==> config.mk <==
export PLATFORM = sky130hd
export DESIGN_NAME = wt_timer
export DESIGN_NICKNAME = d
export VERILOG_FILES = /design/src/logic/wt_pkg.sv /design/src/logic/wt_prescaler.sv /design/src/logic/wt_timer.sv
export SDC_FILE = /design/constraint.sdc
export NUM_CORES = 1
export LEC_CHECK = 0
export BUFFER_PORTS_ARGS = -buffer_cell sky130_fd_sc_hd__buf_2
export CORE_MARGIN = 2
export CORE_UTILIZATION = 50
export DETAILED_ROUTE_END_ITERATION = 8
export PLACE_DENSITY = 0.73
export REMOVE_ABC_BUFFERS = 1
export SYNTH_ARGS = -nofsm -noshare
export SYNTH_HDL_FRONTEND = slang
export SYNTH_SLANG_ARGS = --single-unit
export TNS_END_PERCENT = 10
==> constraint.sdc <==
create_clock -name sys_clk -period 13.53 [get_ports sys_clk]
set_input_delay 2.706 -clock sys_clk [delete_from_list [all_inputs] [get_ports sys_clk]]
set_output_delay 2.706 -clock sys_clk [all_outputs]
set_load 0.02 [all_outputs]
==> src/logic/wt_pkg.sv <==
// Constants and types shared by the wide timer and its prescaler.
package wt_pkg;

	// ---------------------------------------------------------------
	// Register offsets on the internal byte bus
	// ---------------------------------------------------------------
	localparam logic [3:0] ADDR_GTC    = 4'h0;
	localparam logic [3:0] ADDR_CTRL_A = 4'h1;
	localparam logic [3:0] ADDR_CTRL_B = 4'h2;
	localparam logic [3:0] ADDR_CNT_L  = 4'h3;
	localparam logic [3:0] ADDR_CNT_H  = 4'h4;
	localparam logic [3:0] ADDR_CMPA_L = 4'h5;
	localparam logic [3:0] ADDR_CMPA_H = 4'h6;
	localparam logic [3:0] ADDR_CMPB_L = 4'h7;
	localparam logic [3:0] ADDR_CMPB_H = 4'h8;
	localparam logic [3:0] ADDR_CAP_L  = 4'h9;
	localparam logic [3:0] ADDR_CAP_H  = 4'ha;
	localparam logic [3:0] ADDR_FLAGS  = 4'hb;
	localparam logic [3:0] ADDR_MASK   = 4'hc;

	// ---------------------------------------------------------------
	// Field positions
	// ---------------------------------------------------------------
	localparam int GTC_RESTART_BIT = 0;
	localparam int FLAG_OVF_BIT    = 7;
	localparam int FLAG_CMPA_BIT   = 6;
	localparam int FLAG_CMPB_BIT   = 5;
	localparam int FLAG_CAP_BIT    = 3;
	localparam logic [7:0] FLAG_USED = 8'he8;
	localparam int COMA_LSB        = 6;
	localparam int COMB_LSB        = 4;
	localparam int WGM_LO_LSB      = 0;
	localparam int NOISE_BIT       = 7;
	localparam int EDGE_BIT        = 6;
	localparam int WGM_HI_LSB      = 3;
	localparam int CS_LSB          = 0;

	// ---------------------------------------------------------------
	// Clock select codes
	// ---------------------------------------------------------------
	localparam logic [2:0] CS_STOP     = 3'h0;
	localparam logic [2:0] CS_DIV1     = 3'h1;
	localparam logic [2:0] CS_DIV8     = 3'h2;
	localparam logic [2:0] CS_DIV64    = 3'h3;
	localparam logic [2:0] CS_DIV256   = 3'h4;
	localparam logic [2:0] CS_DIV1024  = 3'h5;
	localparam logic [2:0] CS_EXT_FALL = 3'h6;
	localparam logic [2:0] CS_EXT_RISE = 3'h7;

	// ---------------------------------------------------------------
	// Counter values, reset values and timing counts
	// ---------------------------------------------------------------
	localparam logic [15:0] COUNT_FLOOR = 16'h0000;
	localparam logic [15:0] COUNT_MAX   = 16'hffff;
	localparam logic [15:0] TOP_8BIT    = 16'h00ff;
	localparam logic [15:0] TOP_9BIT    = 16'h01ff;
	localparam logic [15:0] TOP_10BIT   = 16'h03ff;
	localparam logic [7:0]  RST_BYTE    = 8'h00;
	localparam logic [15:0] RST_WORD    = 16'h0000;
	localparam logic [1:0]  NOISE_LAST  = 2'h3;
	localparam int unsigned PRE_TAP_BITS [4] = '{3, 6, 8, 10};

	// ---------------------------------------------------------------
	// Types
	// ---------------------------------------------------------------
	typedef struct packed {
		logic [3:0] addr;
		logic [7:0] wrData;
		logic       wrEn;
		logic       rdEn;
	} wt_io_req_t;

	typedef enum logic [1:0] {
		WT_DIR_UP   = 2'b01,
		WT_DIR_DOWN = 2'b10
	} wt_dir_t;

	typedef struct packed {
		logic            gtcRestart;
		logic [7:0]      ctrlA;
		logic [7:0]      ctrlB;
		logic [15:0]     count;
		logic [7:0]      hold;
		logic [1:0][15:0] cmpBuf;
		logic [1:0][15:0] cmpAct;
		logic [15:0]     capture;
		logic [7:0]      flags;
		logic [7:0]      mask;
		logic [7:0]      irq;
		wt_dir_t         dir;
		logic [2:0]      extSync;
		logic            extLevel;
		logic [2:0]      capSync;
		logic            capLevel;
		logic            capFilt;
		logic [1:0]      capCnt;
		logic [1:0]      cmpOut;
		logic            atFloor;
		logic            atMax;
		logic [7:0]      rdData;
	} wt_state_t;

	typedef struct packed {
		logic [9:0] count;
	} wt_pre_state_t;

endpackage : wt_pkg

==> src/logic/wt_prescaler.sv <==
// Free-running shared prescaler with four tap enables and a restart input.
`timescale 1ns/1ps
module wt_prescaler
	import wt_pkg::*;
(
	input  wire logic       sys_clk,
	input  wire logic       reset_n,
	input  wire logic       restart,
	output logic [3:0]      tapPulse
);

	wt_pre_state_t st_q;
	wt_pre_state_t st_d;

	// ---------------------------------------------------------------
	// Divider
	// ---------------------------------------------------------------
	always_comb begin
		st_d = st_q;
		if (restart) begin
			st_d.count = 10'h000;
		end else begin
			st_d.count = 10'(st_q.count + 10'h001);
		end
	end

	always_ff @(posedge sys_clk) begin
		if (!reset_n) begin
			st_q <= '0;
		end else begin
			st_q <= st_d;
		end
	end

	// Each tap fires once per full turn of its low counter bits.
	genvar g;
	generate
		for (g = 0; g < 4; g++) begin : gTap
			assign tapPulse[g] = ~restart & (&st_q.count[PRE_TAP_BITS[g]-1:0]);
		end
	endgenerate

endmodule : wt_prescaler

==> src/logic/wt_timer.sv <==
// Sixteen-bit timer with shared prescaler control and byte-wide CPU access.
//
// Contract
// Writing restart bit one resets the prescaler.
// Shared prescaler restarts both timers' phase together.
// Control bits seven to one read zero.
// Counter, compares, capture are sixteen-bit registers.
// Two control registers are plain byte registers.
// Each interrupt is a flag, individually masked.
// Tick from prescaler or pin; none stops.
// Compare match sets flag and drives pin.
// Compare A as top: no PWM, buffered.
// Capture copies counter on selected trigger edge.
// Floor at zero, maximum at all ones.
// Top is fixed, compare A or capture.
// One high-byte holding register shared by all.
// Low write loads holding byte plus low.
// Low read copies high byte into holder.
// Compare reads bypass the holding register.
// CPU writes high first, reads low first.
// Main code masks interrupts around byte pairs.
// CPU counter write beats count and clear.
// External pin ticks on chosen edge.
// Restart bit clears itself next clock.
`timescale 1ns/1ps
module wt_timer
	import wt_pkg::*;
(
	input  wire logic       sys_clk,
	input  wire logic       reset_n,
	input  wire wt_io_req_t ioReq,
	input  wire logic       extCountPin,
	input  wire logic       capturePin,
	input  wire logic       comparatorOut,
	input  wire logic       captureFromComparator,
	output logic [7:0]      ioRdData,
	output logic            irqOverflow,
	output logic            irqCompareA,
	output logic            irqCompareB,
	output logic            irqCapture,
	output logic            cmpOutA,
	output logic            cmpOutB,
	output logic            countFloor,
	output logic            countMax
);

	wt_state_t   st_q;
	wt_state_t   st_d;
	logic [3:0]  tapPulse;
	logic        tick;
	logic        capTrig;
	logic        cntWrite;

	wt_prescaler uPre (
		.sys_clk  (sys_clk),
		.reset_n  (reset_n),
		.restart  (st_q.gtcRestart),
		.tapPulse (tapPulse)
	);

	// Pin level for one compare channel; match and wrap are the events.
	function automatic logic pinNext(input logic [1:0] com, input logic match,
		input logic wrap, input logic up, input logic pwm, input logic dual,
		input logic cur);
		logic r;
		r = cur;
		if (!pwm) begin
			case (com)
				2'h1: if (match) r = ~cur;
				2'h2: if (match) r = 1'b0;
				2'h3: if (match) r = 1'b1;
				default: r = cur;
			endcase
		end else if (com[1]) begin
			if (match) begin
				r = (dual & ~up) ^ com[0];
			end else if (wrap && !dual) begin
				r = ~com[0];
			end
		end
		return r;
	endfunction : pinNext

	// ---------------------------------------------------------------
	// Next state
	// ---------------------------------------------------------------
	always_comb begin
		logic [3:0]  wgm;
		logic [2:0]  cs;
		logic [15:0] top;
		logic        pwm;
		logic        dual;
		logic        topCmpA;
		logic        topCap;
		logic        wrap;
		logic        up;
		logic        trigSrc;
		logic [1:0]  match;
		logic [1:0]  com;
		logic [7:0]  setF;
		logic [7:0]  clrF;
		st_d    = st_q;
		wgm     = {st_q.ctrlB[WGM_HI_LSB +: 2], st_q.ctrlA[WGM_LO_LSB +: 2]};
		cs      = st_q.ctrlB[CS_LSB +: 3];
		pwm     = !(wgm == 4'h0 || wgm == 4'h4 || wgm == 4'hc);
		dual    = (wgm inside {4'h1, 4'h2, 4'h3, 4'h8, 4'h9, 4'ha, 4'hb});
		topCmpA = pwm && (wgm inside {4'h9, 4'hb, 4'hf});
		topCap  = (wgm inside {4'h8, 4'ha, 4'hc, 4'he});
		wrap    = 1'b0;
		setF    = 8'h00;
		clrF    = 8'h00;
		com     = 2'h0;
		up      = (st_q.dir == WT_DIR_UP);
		st_d.gtcRestart = 1'b0;
		st_d.rdData     = RST_BYTE;

		case (wgm)
			4'h1, 4'h5: top = TOP_8BIT;
			4'h2, 4'h6: top = TOP_9BIT;
			4'h3, 4'h7: top = TOP_10BIT;
			4'h4, 4'h9, 4'hb, 4'hf: top = st_q.cmpAct[0];
			4'h8, 4'ha, 4'hc, 4'he: top = st_q.capture;
			default: top = COUNT_MAX;
		endcase

		// External pin: a level counts once the last two samples agree.
		st_d.extSync = {st_q.extSync[1:0], extCountPin};
		if (st_q.extSync[1] == st_q.extSync[2]) begin
			st_d.extLevel = st_q.extSync[2];
		end

		case (cs)
			CS_DIV1:     tick = 1'b1;
			CS_DIV8:     tick = tapPulse[0];
			CS_DIV64:    tick = tapPulse[1];
			CS_DIV256:   tick = tapPulse[2];
			CS_DIV1024:  tick = tapPulse[3];
			CS_EXT_FALL: tick = st_q.extLevel & ~st_d.extLevel;
			CS_EXT_RISE: tick = ~st_q.extLevel & st_d.extLevel;
			default:     tick = 1'b0;
		endcase

		// Counter unit.
		if (tick) begin
			if (dual) begin
				if (up) begin
					if (st_q.count >= top) begin
						st_d.dir   = WT_DIR_DOWN;
						st_d.count = 16'(st_q.count - 16'h0001);
					end else begin
						st_d.count = 16'(st_q.count + 16'h0001);
					end
				end else if (st_q.count == COUNT_FLOOR) begin
					st_d.dir           = WT_DIR_UP;
					st_d.count         = 16'(st_q.count + 16'h0001);
					setF[FLAG_OVF_BIT] = 1'b1;
				end else begin
					st_d.count = 16'(st_q.count - 16'h0001);
				end
			end else if (st_q.count == top) begin
				wrap               = 1'b1;
				st_d.count         = COUNT_FLOOR;
				st_d.dir           = WT_DIR_UP;
				setF[FLAG_OVF_BIT] = pwm || (st_q.count == COUNT_MAX);
			end else begin
				st_d.count = 16'(st_q.count + 16'h0001);
				st_d.dir   = WT_DIR_UP;
			end
		end

		// Compare units; PWM modes take the buffer at top only.
		for (int i = 0; i < 2; i++) begin
			match[i] = tick && (st_q.count == st_q.cmpAct[i]);
			com      = (i == 0) ? st_q.ctrlA[COMA_LSB +: 2] : st_q.ctrlA[COMB_LSB +: 2];
			if (!pwm || (tick && st_q.count == top)) begin
				st_d.cmpAct[i] = st_q.cmpBuf[i];
			end
			if (!(i == 0 && topCmpA)) begin
				st_d.cmpOut[i] = pinNext(com, match[i], wrap, up, pwm, dual,
					st_q.cmpOut[i]);
			end
		end
		setF[FLAG_CMPA_BIT] = match[0];
		setF[FLAG_CMPB_BIT] = match[1];

		// Capture trigger with optional four-sample noise filter.
		st_d.capSync = {st_q.capSync[1:0], capturePin};
		if (st_q.capSync[1] == st_q.capSync[2]) begin
			st_d.capLevel = st_q.capSync[2];
		end
		trigSrc = captureFromComparator ? comparatorOut : st_q.capLevel;
		if (!st_q.ctrlB[NOISE_BIT] || trigSrc == st_q.capFilt) begin
			st_d.capCnt  = 2'h0;
			st_d.capFilt = trigSrc;
		end else if (st_q.capCnt == NOISE_LAST) begin
			st_d.capCnt  = 2'h0;
			st_d.capFilt = trigSrc;
		end else begin
			st_d.capCnt = 2'(st_q.capCnt + 2'h1);
		end
		capTrig = !topCap && (st_d.capFilt != st_q.capFilt)
			&& (st_d.capFilt == st_q.ctrlB[EDGE_BIT]);
		if (capTrig) begin
			st_d.capture       = st_q.count;
			setF[FLAG_CAP_BIT] = 1'b1;
		end

		// CPU reads; answer registered one cycle later.
		if (ioReq.rdEn) begin
			case (ioReq.addr)
				ADDR_GTC:    st_d.rdData = {7'h00, st_q.gtcRestart};
				ADDR_CTRL_A: st_d.rdData = st_q.ctrlA;
				ADDR_CTRL_B: st_d.rdData = st_q.ctrlB;
				ADDR_CNT_L: begin
					st_d.rdData = st_q.count[7:0];
					st_d.hold   = st_q.count[15:8];
				end
				ADDR_CNT_H:  st_d.rdData = st_q.hold;
				ADDR_CMPA_L: st_d.rdData = st_q.cmpBuf[0][7:0];
				ADDR_CMPA_H: st_d.rdData = st_q.cmpBuf[0][15:8];
				ADDR_CMPB_L: st_d.rdData = st_q.cmpBuf[1][7:0];
				ADDR_CMPB_H: st_d.rdData = st_q.cmpBuf[1][15:8];
				ADDR_CAP_L: begin
					st_d.rdData = st_q.capture[7:0];
					st_d.hold   = st_q.capture[15:8];
				end
				ADDR_CAP_H:  st_d.rdData = st_q.hold;
				ADDR_FLAGS:  st_d.rdData = st_q.flags;
				ADDR_MASK:   st_d.rdData = st_q.mask;
				default:     st_d.rdData = RST_BYTE;
			endcase
		end

		// CPU writes; these come last so they override counting.
		cntWrite = ioReq.wrEn && ioReq.addr == ADDR_CNT_L;
		if (ioReq.wrEn) begin
			case (ioReq.addr)
				ADDR_GTC:    st_d.gtcRestart = ioReq.wrData[GTC_RESTART_BIT];
				ADDR_CTRL_A: st_d.ctrlA = ioReq.wrData;
				ADDR_CTRL_B: st_d.ctrlB = ioReq.wrData;
				ADDR_CNT_H, ADDR_CMPA_H, ADDR_CMPB_H, ADDR_CAP_H: begin
					st_d.hold = ioReq.wrData;
				end
				ADDR_CNT_L:  st_d.count = {st_q.hold, ioReq.wrData};
				ADDR_CMPA_L: begin
					st_d.cmpBuf[0] = {st_q.hold, ioReq.wrData};
					if (!pwm) begin
						st_d.cmpAct[0] = {st_q.hold, ioReq.wrData};
					end
				end
				ADDR_CMPB_L: begin
					st_d.cmpBuf[1] = {st_q.hold, ioReq.wrData};
					if (!pwm) begin
						st_d.cmpAct[1] = {st_q.hold, ioReq.wrData};
					end
				end
				ADDR_CAP_L: begin
					if (topCap) begin
						st_d.capture = {st_q.hold, ioReq.wrData};
					end
				end
				ADDR_FLAGS:  clrF = ioReq.wrData & FLAG_USED;
				ADDR_MASK:   st_d.mask = ioReq.wrData & FLAG_USED;
				default:     st_d.mask = st_d.mask;
			endcase
		end

		// A flag set in the cycle of its clear stays set.
		st_d.flags   = (st_q.flags & ~clrF) | setF;
		st_d.irq     = st_d.flags & st_d.mask;
		st_d.atFloor = (st_d.count == COUNT_FLOOR);
		st_d.atMax   = (st_d.count == COUNT_MAX);
	end

	always_ff @(posedge sys_clk) begin
		if (!reset_n) begin
			st_q     <= '0;
			st_q.dir <= WT_DIR_UP;
			st_q.atFloor <= 1'b1;
		end else begin
			st_q <= st_d;
		end
	end

	assign ioRdData    = st_q.rdData;
	assign irqOverflow = st_q.irq[FLAG_OVF_BIT];
	assign irqCompareA = st_q.irq[FLAG_CMPA_BIT];
	assign irqCompareB = st_q.irq[FLAG_CMPB_BIT];
	assign irqCapture  = st_q.irq[FLAG_CAP_BIT];
	assign cmpOutA     = st_q.cmpOut[0];
	assign cmpOutB     = st_q.cmpOut[1];
	assign countFloor  = st_q.atFloor;
	assign countMax    = st_q.atMax;

	logic gtcWrOne;
	assign gtcWrOne = ioReq.wrEn && ioReq.addr == ADDR_GTC && ioReq.wrData[GTC_RESTART_BIT];
endmodule : wt_timer

Word-level counts from Yosys, hierarchy flattened

Cells that the tools add are included.

Memory bits (writable): 0
Output and inout bits: 16
Logic and storage cells: 227
Flip-flop bits (word level): 180
Latch bits: 0
Memories: 0
ROM bits: 0

Multiplexer cells: 63
Reduce and logical (&&, ||, !) cells: 49
Bitwise operators: 23
Div/mod/pow operators: 0
Multipliers: 0
$add $sub $neg: 4
Shift-type cells: 0
Equal/unequal tests: 61
Magnitude comparators: 1

Operator list:

| cell                                                                 | count |
|---|---|
| 16-bit 2-to-1 mux                                                    | 18 |
| 104-bit 2-to-1 mux                                                   | 1 |
| 8-bit case mux with 12 select lines                                  | 1 |
| 16-bit case mux with 5 select lines                                  | 1 |
| 16-bit == test                                                       | 3 |
| 4-bit == test, second input constant                                 | 12 |
| 8-bit 2-to-1 mux                                                     | 6 |
| 16-bit == test, second input constant                                | 2 |
| 4-bit by 3-bit == test with 1-bit output, second input constant      | 8 |
| 16-bit logical NOT                                                   | 2 |
| 1-bit 2-to-1 mux                                                     | 26 |
| 3-bit inequality test, second input constant                         | 6 |
| 16-bit by 1-bit adder with 16-bit output, second input constant      | 1 |
| 8-bit bitwise AND                                                    | 2 |
| 4-bit by 2-bit == test with 1-bit output, second input constant      | 4 |
| 16-bit greater-or-equal comparator                                   | 1 |
| 8-bit case mux with 2 select lines                                   | 1 |
| 16-bit by 1-bit subtractor with 16-bit output, second input constant | 1 |
| 3-bit == test, second input constant                                 | 4 |
| 6-bit AND reduction                                                  | 2 |
| 4-bit OR reduction                                                   | 3 |
| 10-bit by 1-bit adder with 10-bit output, second input constant      | 1 |
| 2-bit == test, second input constant                                 | 5 |
| 2-bit 2-to-1 mux                                                     | 5 |
| 33 further kinds                                                     | 85 |

Logic depth before layout (Yosys ltp)

Depth after elaboration: 12
Depth in mapped cells: 19
Gate-level depth less buffers: 16

By module

From an unflattened synthesis, not the netlist that was laid out.

Cells, all modules: 1282
Area total of the unflattened synthesis: 10116.0 um^2

By module, submodules not included:

| module       | instances | cells each | sequential area each (um^2) | area each (um^2) |
|---|---|---|---|---|
| wt_timer     | 1         | 1232       | 3163.0                      | 9659.3 |
| wt_prescaler | 1         | 50         | 200.2                       | 456.7 |

Worst setup path before layout

OpenSTA, ideal clock, no wires.

Path type: input to register
From: input port ioReq[10] (netlist bit)
To: register st_q (netlist bit countFloor)
Path buffers: 3
Cell stages on the path: 11
Arrival time: 5.021 ns
Setup time: 0.096 ns
Slack: 8.413 ns
Cells stage by stage: clkbuf_1 > nand3_1 > or3_1 > clkbuf_1 > clkbuf_1 > nor2_1 > a21oi_1 > o31ai_2 > o2111ai_1 > or4_1 > o41ai_2

Longest elaborated chain between the ends: 4

RTL lines:

| item                                     | line            | RTL |
|---|---|---|
| start: declaration                       | wt_timer.sv:31  | `input wire wt_io_req_t ioReq,` |
| 4-bit by 2-bit == test with 1-bit output | wt_timer.sv:237 | `case (ioReq.addr)` |
| 16-bit 2-to-1 mux                        | wt_timer.sv:237 |  |
| 104-bit 2-to-1 mux                       | wt_timer.sv:236 | `if (ioReq.wrEn) begin` |
| 16-bit logical NOT                       | wt_timer.sv:271 | `st_d.atFloor = (st_d.count == COUNT_FLOOR);` |
| end signal: assignment                   | wt_timer.sv:281 | `st_q <= st_d;` |
| end: declaration                         | wt_timer.sv:47  | `wt_state_t st_q;` |

Every way passes these cells.
A chain may end at the register's enable or synchronous reset.

Final worst setup path

From: register st_q[156] (netlist bit)
To: register st_q (netlist bit countFloor)

Longest elaborated chain between the ends: 11
Elaborated cells between the ends (all ways): 31

RTL lines:

| item                                                     | line                             | RTL |
|---|---|---|
| 4-bit == test, or another cell as far along              | wt_timer.sv:106, wt_timer.sv:117 |  |
| 4-bit OR reduction or 2-bit OR reduction (tied branches) | wt_timer.sv:117                  | `case (wgm)` |
| 16-bit case mux with 5 select lines                      | wt_timer.sv:117                  |  |
| 16-bit greater-or-equal comparator                       | wt_timer.sv:147                  | `if (st_q.count >= top) begin` |
| 16-bit 2-to-1 mux                                        | wt_timer.sv:147                  |  |
| 16-bit 2-to-1 mux                                        | wt_timer.sv:146                  | `if (up) begin` |
| 16-bit 2-to-1 mux (*)                                    | wt_timer.sv:145                  | `if (dual) begin` |
| 16-bit 2-to-1 mux (*)                                    | wt_timer.sv:144                  | `if (tick) begin` |
| 16-bit 2-to-1 mux                                        | wt_timer.sv:237                  |  |
| 104-bit 2-to-1 mux (*)                                   | wt_timer.sv:236                  |  |
| 16-bit logical NOT (*)                                   | wt_timer.sv:271                  |  |

Every way passes the cells marked *; elsewhere a longest branch is shown, timed or not.

==> flow_summary.yaml <==
status:
  outcome: "complete, no violations"
clocking:
  clk_latency_ns: 0.45
  clk_pin_slew_ns: 0.07
  cts_buffer_depth: 2
  tritoncts: "built"
  cts_sinks: 168
  cts-root-buf: "clkbuf_16"
  cts-hold-fix-buffers: 0
  cts_setup_buffers: 0
  cts_buffers: 17
  htree_levels: 4
  cts_resized: 0
power_and_ir_drop:
  p_int_uw: 859
  p_leak_uw: 0.00407
  seqPwrFrac_pct: 44.0
  switching_share_pct: 28.1
  powerDensity_nw_per_um2: 112
  clkPwrFrac_pct: 44.6
  switchingPower_uw: 336
  pwr-share-comb_pct: 11.4
  peakVddDrop_uv: 84.0
floorplanning:
  start_util_pct: 50.9
  die_w_um: 144
  core_area_um2: 19400
  dieHeight_um: 144
  ioPinCount: 36
  dieArea_um2: 20900
  rows: 51
timing:
  max_freq_ghz: 0.175
  setup_slack_ns: 7.80
  finalSetupViolations: 0
  finalCritPeriodShare_pct: 42.3
  slew_headroom_pct: 22.0
  clock_skew_ns: 0.0101
  final.setup.tns_ns: 0
  report.final.slew_viol_count: 0
  fin_crit_ns: 5.73
  rsz0062_at_grt: "no"
  tightest_slew_ns: 1.17
  hold_violations: 0
worst_hold_path:
  hold_class: "flop to flop"
drt:
  viasPerCell: 6.47
  wl_per_cell_um: 22.4
  vias: 9789
  drtIter0Drc: 1433
  drt_pre_antenna_iters: 8
  ant_nets: 0
  drt_wl_total_um: 33900
  drc: 0
grt:
  met1_usage_pct: 44.4
  grt_pass1_vias: 8777
  grt_start_max_net_pins: 62
  met3_usage_pct: 8.18
  antenna_found_initial: 0
  top_usage_layer: "met2"
  grt_usage_pct: 32.7
  grt_pass1_wl_um: 51200
  use_met2_pct: 47.9
  grt-ovfl-total: 0
critical_path:
  cp-start-kind: "flop"
  cp.arrival_ns: 6.08
  path_common_cell: "nor2_1"
  worst_path_max_delay_cell: "dfxtp_1"
  path_cells: "inv_1 > nor2_1 > o21ai_1 > nor2_1 > nor2_1 > ha_1 > and3_1 > a221oi_1 > o21ai_1 > o31ai_4 > a22oi_1 > o31ai_1 > o2111ai_1 > or4_1 > o41ai_2"
  required_ns: 13.88
  crit_path_max_fanout: 15
  worstSetupPathType: "flop to flop"
  path_buf_inv: 1
  max_stage_delay_ns: 0.70
  crit_family: "compound AO/OA/AOI/OAI gates"
  end_kind: "flop"
synthesis:
  ys_ff_latch: 168
  synth_edf_count: 0
  ys.warnings.count: 0
  synth_ff_type: "dfxtp_1"
  mappedNetlistArea_um2: 9870
  synth.most_common_cell: "nor2_1"
  ys_types: 79
  synthArstFlopShare_pct: 0
  yosys-top-cells-count: "217 x nor2_1, 168 x dfxtp_1, 130 x nand2_1"
  synth_top_area_cell: "dfxtp_1"
  ys_top_cells_by_area: "dfxtp_1 34%, nor2_1 8.3%, a21oi_1 5.3%, nand2_1 4.9%, mux2i_1 3.8%"
  synth.top_cell.area_share_pct: 34.1
  avgSynthCellArea_um2: 7.74
  synth-seq-area-share_pct: 34.1
  synthCells: 1275
placement:
  port_buffers: 35
  place_ws_ns: 7.61
  hpwlAfterDp_um: 22700
  gp_congestion: 1.02
run:
  maxCapViolations: 0
finish:
  drive_gt1_share_pct: 9.14
  n_antenna_cell: 0
  final_nets: 1279
  area.growth.synth_to_final_pct: 8.03
## logic make-up after synthesis
| kind of cell | after synthesis | synth area share [%] |
|---|---|---|
| compound gates | 331 | 23.6 |
| xor+xnor | 51 | 4.53 |
| fa+ha+maj | 25 | 3.17 |
| buf+inv | 141 | 6.07 |
| flops | 168 | 34.1 |
| mux | 45 | 4.89 |
| simple gates | 514 | 23.7 |
## area by class of cell
type	instances	area, µm²
fill	1843	8740
multi-input combinational	966	5920
sequential	168	3360
clock buffer	20	457
tap	265	332
timing repair buffer	53	310
clock inverter	12	174
inverter	28	105
## stage by stage
step | util [%] | area [µm²] | hold WS [ns] | instances | power (µW)
3_5_place_dp | 51.7 | 10000 | 0.422 | 1480 | 668
4_1_cts | 55.0 | 10700 | 0.436 | 1512 | 1190
2_1_floorplan | - | 9380 | 0.405 | 1162 | 614
5_1_grt | 55.0 | 10700 | 0.467 | 1512 | 1230
6_report | 55.0 | 10700 | 0.436 | 1512 | 1200
3_3_place_gp | 51.7 | 10000 | 0.419 | 1480 | 667
## state kept, by name, indices dropped and copies added (netlist names)
| register | flops |
|---|---|
| st_q | 138 |
| uPre.st_q | 10 |
| ioRdData | 8 |
| st_d | 4 |
| cmpOutA | 1 |
| cmpOutB | 1 |
| countFloor | 1 |
| countMax | 1 |
| irqCapture | 1 |
| irqCompareA | 1 |
| irqCompareB | 1 |
| irqOverflow | 1 |
## cells in the final DEF (no fill, tap or decap), drive strengths merged, types with 16 or more instances in the layout
| cell type | Yosys | routed |
|---|---|---|
| xor2 | 27 | 27 |
| nor3 | 26 | 26 |
| clkbuf | 84 | 20 |
| dfxtp | 168 | 168 |
| a21oi | 105 | 105 |
| a211oi | 35 | 35 |
| ha | 25 | 25 |
| nand2 | 132 | 132 |
| o21ai | 37 | 37 |
| nand3 | 29 | 29 |
| inv | 28 | 36 |
| buf | 29 | 53 |
| a22o | 17 | 17 |
| nor2b | 16 | 16 |
| o221ai | 34 | 34 |
| nor2 | 217 | 217 |
| mux2i | 37 | 37 |
| xnor2 | 24 | 24 |
## layer usage
layer  share of wire (%)  up-vias  routed length, µm
li1                    -     4465                  -
met1                  40     4545              13700
met2                  43      639              14500
met3                  11      140               3860
met4                 5.6        0               1890
met5                   0        -                  0
## final timing paths
| path | startpoint | end | slack [ns] | depth (start not counted) |
|---|---|---|---|---|
| worst max-delay path | st_q[156] | countFloor | 7.80 | 15 |
| worst min-delay path | st_d[17] | st_d[18] | 0.44 | 1 |
| worst max register to register | st_q[156] | countFloor | 7.80 | 15 |
| worst min register to register | st_d[17] | st_d[18] | 0.44 | 1 |
## power by group through the flow
stage	combinational [µW]	sequential (µW)	clock, µW
6_report	136	526	533
5_1_grt	146	526	554
4_1_cts	133	525	533
3_5_place_dp	132	536	0
3_3_place_gp	131	536	0
2_1_floorplan	83.6	530	0
Note: power is estimated with default switching activity, not from simulation.
